### config.mk
export PLATFORM = sky130hd
export DESIGN_NAME = dsip_host_flat
export DESIGN_NICKNAME = d
export VERILOG_FILES = /design/src/design/dsip_pkg.sv /design/src/design/dsip_link_if.sv /design/src/design/dsip_buf2.sv /design/src/design/dsip_host.sv /design/src/flat_wrapper.sv
export VERILOG_INCLUDE_DIRS = /design/src /design/src/design
export SDC_FILE = /design/constraint.sdc
export NUM_CORES = 1
export LEC_CHECK = 0
export BUFFER_PORTS_ARGS = -buffer_cell sky130_fd_sc_hd__buf_4
export CORE_AREA = 2 2 83 85
export CTS_BUF_LIST = sky130_fd_sc_hd__clkbuf_16
export DETAILED_ROUTE_END_ITERATION = 8
export DIE_AREA = 0 0 85 87
export PLACE_DENSITY = 0.64
export RECOVER_POWER = 50
export SLEW_MARGIN = 20
export SYNTH_ARGS = -nofsm -noshare
export SYNTH_HDL_FRONTEND = slang
export SYNTH_SLANG_ARGS = --single-unit
### constraint.sdc
create_clock -name i_clk -period 2.7 [get_ports i_clk]
set_input_delay 0.135 -clock i_clk [delete_from_list [all_inputs] [get_ports i_clk]]
set_output_delay 0.135 -clock i_clk [all_outputs]
set_load 0.01 [all_outputs]
### src/design/dsip_params.svh
// Purpose: Constants for the serial DAC input port and its host.
// Assumes: 200 MHz system clock on both ends.
// Notes:   Guarded; definitions only.
`ifndef DSIP_PARAMS_SVH
`define DSIP_PARAMS_SVH

`define DSIP_SHIFT_W      16
`define DSIP_CODE_W       10
`define DSIP_CODE_MSB     11
`define DSIP_CODE_LSB     2
`define DSIP_DAC_RESET    10'h000
`define DSIP_CLK_NS       5
`define DSIP_SCLK_MIN_NS  25
// Half period cycles, rounded up from the least high/low width
`define DSIP_HALF_CYC     ((`DSIP_SCLK_MIN_NS + `DSIP_CLK_NS - 1) / `DSIP_CLK_NS)
`define DSIP_CS_HIGH_NS   20
`define DSIP_CS_HIGH_CYC  ((`DSIP_CS_HIGH_NS + `DSIP_CLK_NS - 1) / `DSIP_CLK_NS)
`define DSIP_FRAME_BITS   16

`endif

### src/design/dsip_pkg.sv
// Purpose: Types for the serial DAC port; code and word types shared by both ends, state type host only.
// Assumes: Constants come from dsip_params.svh.
// Notes:   No imports; use dsip_pkg::name.
`include "dsip_params.svh"
package dsip_pkg;
	typedef logic [`DSIP_CODE_W-1:0]  dsip_code_t;
	typedef logic [`DSIP_SHIFT_W-1:0] dsip_word_t;
	typedef enum logic [2:0] {DSIP_IDLE, DSIP_SETUP, DSIP_HIGH, DSIP_LOW, DSIP_TAIL, DSIP_GAP} dsip_hstate_t;
endpackage : dsip_pkg

### src/design/dsip_link_if.sv
// Purpose: Three-wire link plus daisy output between host and DAC port.
// Assumes: Host drives clock, select and data; device drives data out.
// Notes:   Plain wires, no clocking block.
`timescale 1ns/1ps
`default_nettype none
interface dsip_link_if;
	logic sclk;   // Serial clock
	logic cs_n;   // Chip select, active low
	logic din;    // Data into device
	logic dout;   // Daisy data out of device
	modport host   (output sclk, output cs_n, output din, input dout);
	modport device (input sclk, input cs_n, input din, output dout);
endinterface : dsip_link_if
`default_nettype wire

### src/design/dsip_buf2.sv
// Purpose: Two-entry valid/ready buffer.
// Assumes: Same clock on both sides.
// Notes:   Fill side stalls when both entries held.
`timescale 1ns/1ps
`default_nettype none
module dsip_buf2 #(
	parameter int W = 16          // Word width
) (
	input  wire logic         i_clk,     // System clock
	input  wire logic         i_resetn,  // Async reset, active low
	input  wire logic         i_valid,   // Fill side valid
	output logic              o_ready,   // Fill side ready
	input  wire logic [W-1:0] i_data,    // Fill side word
	output logic              o_valid,   // Drain side valid
	input  wire logic         i_ready,   // Drain side ready
	output logic [W-1:0]      o_data     // Drain side word
);
	typedef struct packed {
		logic [1:0][W-1:0] mem;
		logic              rd;
		logic              wr;
		logic [1:0]        cnt;
		logic              rdy;
	} dsip_buf_st_t;
	dsip_buf_st_t s_q, s_d;

	// Pointer and count update
	always_comb begin
		logic push;
		logic pop;
		push = 1'b0;
		pop  = 1'b0;
		s_d  = s_q;
		push = i_valid && (s_q.cnt != 2'd2);
		pop  = i_ready && (s_q.cnt != 2'd0);
		if (push) begin
			s_d.mem[s_q.wr] = i_data;
			s_d.wr          = ~s_q.wr;
		end
		if (pop)
			s_d.rd = ~s_q.rd;
		s_d.cnt = 2'(s_q.cnt + {1'b0, push} - {1'b0, pop});
		s_d.rdy = (s_d.cnt != 2'd2);   // Registered room flag
	end

	// State register
	always_ff @(posedge i_clk or negedge i_resetn) begin
		if (!i_resetn) begin
			s_q     <= '0;
			s_q.rdy <= 1'b1;
		end else begin
			s_q <= s_d;
		end
	end

	assign o_ready = s_q.rdy;
	assign o_valid = (s_q.cnt != 2'd0);
	assign o_data  = s_q.mem[s_q.rd];
endmodule : dsip_buf2
`default_nettype wire

### src/design/dsip_host.sv
// Purpose: Host serial controller writing 16-bit frames to the DAC port.
// Assumes: Words arrive on a valid/ready user port.
// Notes:   Sends 16 rises plus a trailing fall for chaining.
`timescale 1ns/1ps
`default_nettype none
`include "dsip_params.svh"
module dsip_host (
	input  wire logic          i_clk,      // System clock
	input  wire logic          i_resetn,   // Async reset, active low
	input  wire logic          i_valid,    // Word offered
	output logic               o_ready,    // Buffer accepts word
	input  wire dsip_pkg::dsip_code_t i_code, // Code to send
	dsip_link_if.host          link,       // Serial link
	output logic               o_busy      // Frame in flight
);
	localparam int HALF = `DSIP_HALF_CYC;
	localparam int GAP  = `DSIP_CS_HIGH_CYC;

	logic                 b_valid;
	logic                 b_ready;
	dsip_pkg::dsip_word_t b_data;

	// Frame: four dummies, code, two zero sub-LSBs
	dsip_buf2 #(.W(`DSIP_SHIFT_W)) u_buf (
		.i_clk   (i_clk),
		.i_resetn(i_resetn),
		.i_valid (i_valid),
		.o_ready (o_ready),
		.i_data  ({4'h0, i_code, 2'h0}),
		.o_valid (b_valid),
		.i_ready (b_ready),
		.o_data  (b_data)
	);

	typedef struct packed {
		dsip_pkg::dsip_hstate_t st;
		dsip_pkg::dsip_word_t   sr;
		logic [4:0]             bits;
		logic [7:0]             tmr;
		logic                   sclk;
		logic                   cs_n;
		logic                   din;
		logic                   busy;
	} dsip_host_st_t;
	dsip_host_st_t s_q, s_d;

	// Frame sequencer
	always_comb begin
		s_d     = s_q;
		b_ready = 1'b0;
		if (s_q.tmr != 8'h00)
			s_d.tmr = s_q.tmr - 8'h01;
		unique case (s_q.st)
			dsip_pkg::DSIP_IDLE: begin
				if (b_valid) begin
					b_ready  = 1'b1;
					s_d.sr   = b_data;
					s_d.cs_n = 1'b0;   // Clock is low here
					s_d.din  = b_data[`DSIP_SHIFT_W-1];
					s_d.bits = 5'd0;
					s_d.tmr  = 8'(HALF);
					s_d.st   = dsip_pkg::DSIP_SETUP;
				end
			end
			dsip_pkg::DSIP_SETUP, dsip_pkg::DSIP_LOW: begin
				if (s_q.tmr == 8'h00) begin
					s_d.sclk = 1'b1;   // Half periods of six cycles keep clock under 17 MHz
					s_d.bits = s_q.bits + 5'd1;
					s_d.tmr  = 8'(HALF);
					s_d.st   = dsip_pkg::DSIP_HIGH;
				end
			end
			dsip_pkg::DSIP_HIGH: begin
				if (s_q.tmr == 8'h00) begin
					s_d.sclk = 1'b0;
					s_d.sr   = {s_q.sr[`DSIP_SHIFT_W-2:0], 1'b0};
					s_d.din  = s_q.sr[`DSIP_SHIFT_W-2];
					s_d.tmr  = 8'(HALF);
					// Whole frame in one select, extra fall included
					s_d.st   = (s_q.bits == 5'(`DSIP_FRAME_BITS)) ? dsip_pkg::DSIP_TAIL
					                                                 : dsip_pkg::DSIP_LOW;
				end
			end
			dsip_pkg::DSIP_TAIL: begin
				if (s_q.tmr == 8'h00) begin
					s_d.cs_n = 1'b1;   // Rises with clock low
					s_d.tmr  = 8'(GAP);
					s_d.st   = dsip_pkg::DSIP_GAP;
				end
			end
			dsip_pkg::DSIP_GAP: begin
				if (s_q.tmr == 8'h00)
					s_d.st = dsip_pkg::DSIP_IDLE;
			end
			default: s_d.st = dsip_pkg::DSIP_IDLE;
		endcase
		s_d.busy = (s_d.st != dsip_pkg::DSIP_IDLE);   // Registered busy flag
	end

	// State register
	always_ff @(posedge i_clk or negedge i_resetn) begin
		if (!i_resetn) begin
			s_q      <= '0;
			s_q.st   <= dsip_pkg::DSIP_IDLE;
			s_q.cs_n <= 1'b1;
		end else begin
			s_q <= s_d;
		end
	end

	assign link.sclk = s_q.sclk;
	assign link.cs_n = s_q.cs_n;
	assign link.din  = s_q.din;
	assign o_busy    = s_q.busy;
endmodule : dsip_host
`default_nettype wire

### src/flat_wrapper.sv
// flat-port wrapper written by rule: the top's interface ports become plain ports
module dsip_host_flat 
  (i_clk, i_resetn, i_valid, o_ready, i_code, o_busy, link_sclk, link_cs_n, link_din, link_dout);
  dsip_link_if link_i ();
  input  wire logic i_clk;
  input  wire logic i_resetn;
  input  wire logic i_valid;
  output logic o_ready;
  input  wire dsip_pkg::dsip_code_t i_code;
  output logic o_busy;
  output wire logic [$bits(link_i.sclk)-1:0] link_sclk;
  output wire logic [$bits(link_i.cs_n)-1:0] link_cs_n;
  output wire logic [$bits(link_i.din)-1:0] link_din;
  input wire logic [$bits(link_i.dout)-1:0] link_dout;
  assign link_sclk = link_i.sclk;
  assign link_cs_n = link_i.cs_n;
  assign link_din = link_i.din;
  assign link_i.dout = link_dout;
  dsip_host u_core (.i_clk(i_clk), .i_resetn(i_resetn), .i_valid(i_valid), .o_ready(o_ready), .i_code(i_code), .link(link_i), .o_busy(o_busy));
endmodule
==> metrics.md <==
| Metric | Value |
|---|---|
| Worst-margin pin slew | `1420 ps` |
| Seq/Total Area, Yosys | `51.8%` |
| Initial DRC count | `79` |
| CP Launch Type | `flop` |
| Post-synth ARST share | `100%` |
| Core ar. | `0.00657 mm²` |
| Top sig layer | `met4` |
| Setup bufs post-CTS | `0` |
| Avg Cell Area, Syn | `10.9 µm²` |
| Clock tree root driver cell | `clkbuf_16` |
| Area leader, netlist | `dfrtp_1` |
| Syn Inst Count | `261` |
| Setup TNS | `0 ps` |
| Site Rows | `30` |
| Share of cells above drive strength 1 | `22.6%` |
| Post-Route WL | `4800 µm` |
| Wire length on met2 | `2320 µm` |
| # port buffers | `17` |
| Ant diodes | `0` |
| Max-cap violations | `0` |
| PwrDens | `1100 mW/mm²` |
| Starting Density | `43.5%` |
| Reg area | `0.00148 mm²` |
| Skew final | `3.67 ps` |
| Fin. Hold Viols | `0` |
| Met1 Wirelength | `2230 µm` |
| Max Root-Sink Buffers | `2` |
| DRC | `0` |
| Share of Yosys cell area claimed by the top area cell type | `49.9%` |
| Via count | `1,936` |
| GR Util All Layers | `14.3%` |
| Rel. slew slack | `5.40%` |
| Max-slew violations | `0` |
| Worst hold slack | `54.1 ps` |
| Drt wl/cell | `13.0 µm` |
| Area of the die | `0.00740 mm²` |
| Routed Antenna Nets | `0` |
| Fillers | `601` |
| Final nets | `305` |
| Number of buffers created by CTS | `9` |
| Clock transition at the registers of the reported paths | `50 ps` |
| Worst VDD drop | `0.000516 V` |
| Final std cells w/o fill | `368` |
| Critical path required time | `2920 ps` |
| Setup violators final | `0` |
| Die Width | `85 µm` |
| Max Fclk | `494 MHz` |
| Area of the multi-input gates | `0.00124 mm²` |
| Cell Area, Synth | `0.00286 mm²` |
| Top_reg_cell synth | `dfrtp_1` |
| Die Ht | `87 µm` |
| Number of global-route vias before repair | `1,867` |
| Gpl congestion | `0.766` |
| Worst path most repeated cell | `ha_1` |
| Via density | `5.26` |
| Synthesized net count | `283` |
| RSZ-0062 raised after global routing | `no` |
| Layout overhead on the synthesized area | `15.4%` |
| Distinct cells, synth | `41` |
| CTS Sinks | `59` |
| Status | `completed` |
| Static leakage power | `0.00150 µW` |
| Grt ovf | `0` |
| First-pass GRT wire length | `8380 µm` |
| I/O pin cnt | `19` |
| Yosys warning count | `0` |
| Crit Path Max Fanout | `9` |
| HP Class | `in2reg` |
| Clock Latency Late Sink | `320 ps` |
| Largest net degree at the start of global routing | `60` |
| Final period util | `75.0%` |
| Worst path slowest cell | `dfrtp_1` |
| Post-detail-place hpwl | `3190 µm` |
| Placed cells | `351` |
| Initial antenna violation count | `0` |
| Period minus WS final | `2020 ps` |
| CP arrival | `2240 ps` |
| Post-synthesis register bit count | `59` |
| Worst path cell trace | `inv_1 -> ha_1 -> nor3b_4 -> buf_4 -> and2_1 -> inv_2 -> ha_1 -> a221oi_1` |
| Post-synth EDFFs | `0` |
| Met3 WL | `134 µm` |
| Drt pass-1 iters | `4` |
| Worst setup EP type | `flop` |
| Kind of critical path | `reg2reg` |
| CTS tree | `done` |
| Worst path max stage delay | `420 ps` |
| Top cells by area, synth | `dfrtp_1, mux2_2, mux2i_1` |
| H-tree levels | `3` |
[worst max-delay path, delay by kind of cell, from the launching register on]
family	cells	cell delay (ps)
buffers and inverters	3	390
AO/OA/AOI/OAI	1	260
adder cells (fa/ha/maj)	2	490
AND/OR/NAND/NOR	2	350
flip-flops	1	420
[state kept, by name, indices dropped and copies added (netlist names)]
name and cells:
u_core.link.cs_n 1, u_core.link.din 1, u_core.link.sclk 1, u_core.o_busy 1
u_core.s_q 30, u_core.u_buf.o_ready 1, u_core.u_buf.s_q 24
[cell type report]
| type | instances | share of cell area, % |
|---|---|---|
| well taps | 80 | 3.04 |
| flip-flops and latches | 59 | 44.9 |
| clock buffers | 9 | 6.83 |
| inverters | 14 | 1.59 |
| repair buffers | 24 | 5.01 |
| multi-input cells | 175 | 37.6 |
| clock inverters | 7 | 1.10 |
[logic make-up after synthesis]
group                    synth area share [%]
AO/OA/AOI/OAI                            9.37
adder cells (fa/ha/maj)                  3.50
multiplexers                             12.4
AND/OR/NAND/NOR                          15.4
buffers and inverters                    4.73
XOR/XNOR                                 2.76
flip-flops                               51.8
[synth_stat cells (2+ instances only)]
master	n
xnor2_1	4
nand2b_1	2
xor2_1	5
o21ai_0	7
nor3_1	4
buf_4	3
buf_2	6
nor2b_1	4
a31oi_1	12
mux2i_1	13
inv_2	2
nor2_1	23
and3_1	4
or3_1	12
dfrtp_1	57
a21oi_1	10
clkbuf_1	2
ha_1	8
inv_1	12
mux2_2	20
dfstp_2	2
nand4_1	3
nand3_1	7
o21ai_2	3
buf_6	2
o21a_1	2
nand2_1	17
nor3b_1	2
[metrics by stage]
stage               util [%]  worst slack [ps]  cell area (µm²)  power [µW]
global route            50.2               541             3300        3870
global placement        46.4               774             3050        2630
finish                  50.2               676             3300        3610
CTS                     50.5               702             3320        3670
floorplan                  -               775             2860        2410
detailed placement      46.4               711             3050        2680
[what timing repair did]
item	4_1_cts	5_1_grt
endpoints found under the hold margin	57	0
setup endpoints to repair	0	0
hold buffers	1	0
gates resized for setup	0	0
[power by group]
part           internal, µW  total, µW  leakage [µW]  switching, µW
sequential             1240       1540      0.000722            298
clock                   606        977      0.000136            371
combinational           588       1090      0.000638            504
[path summary, 6_finish.rpt]
| path | endpoint | cells after the start | from | slack (ps) |
|---|---|---|---|---|
| worst max-delay path | u_core.s_q[4]$_DFF_PN0_ | 8 | u_core.s_q[4]$_DFF_PN0_ | 680 |
| worst min-delay path | u_core.u_buf.s_q[30]$_DFFE_PN0P_ | 2 | i_code[7] | 50 |
| worst max register to register | u_core.s_q[4]$_DFF_PN0_ | 8 | u_core.s_q[4]$_DFF_PN0_ | 680 |
| worst min register to register | u_core.link.sclk$_DFFE_PN0P_ | 1 | u_core.link.sclk$_DFFE_PN0P_ | 480 |
| max in group asynchronous | u_core.u_buf.s_q[28]$_DFFE_PN0P_ | 2 | i_resetn | 1150 |
| min in group asynchronous | u_core.s_q[7]$_DFF_PN0_ | 2 | i_resetn | 700 |
[placed cells by master, fill, tap and decap left out, types with 2 or more instances in the layout]
master     Yosys  final
and3_1         4      4
nor3_1         4      4
nor2_1        23     23
mux2i_1       13     13
nand2b_1       2      2
ha_1           8      8
a21oi_1       10     10
dfrtp_1       57     57
o21ai_0        7      8
o21a_1         2      2
mux2_2        20     20
nor3b_1        2      2
inv_1         12     13
clkinv_2       0      5
nand2_1       17     17
buf_4          3     18
nor2b_1        4      4
inv_2          2      2
xnor2_1        4      4
xor2_1         5      5
o21ai_2        3      2
clkbuf_16      0      9
nand3_1        7      7
clkbuf_1       2      4
dfstp_2        2      2
or3_1         12     12
a31oi_1       12     12
nand4_1        3      3
[routing by layer]
metal  vias up  track usage [%]
met3         9             2.27
met1       946             17.8
li1        956                -
met5         -                0
met2        25             23.4
met4         0             9.09
(Power assumes the default switching activity.)
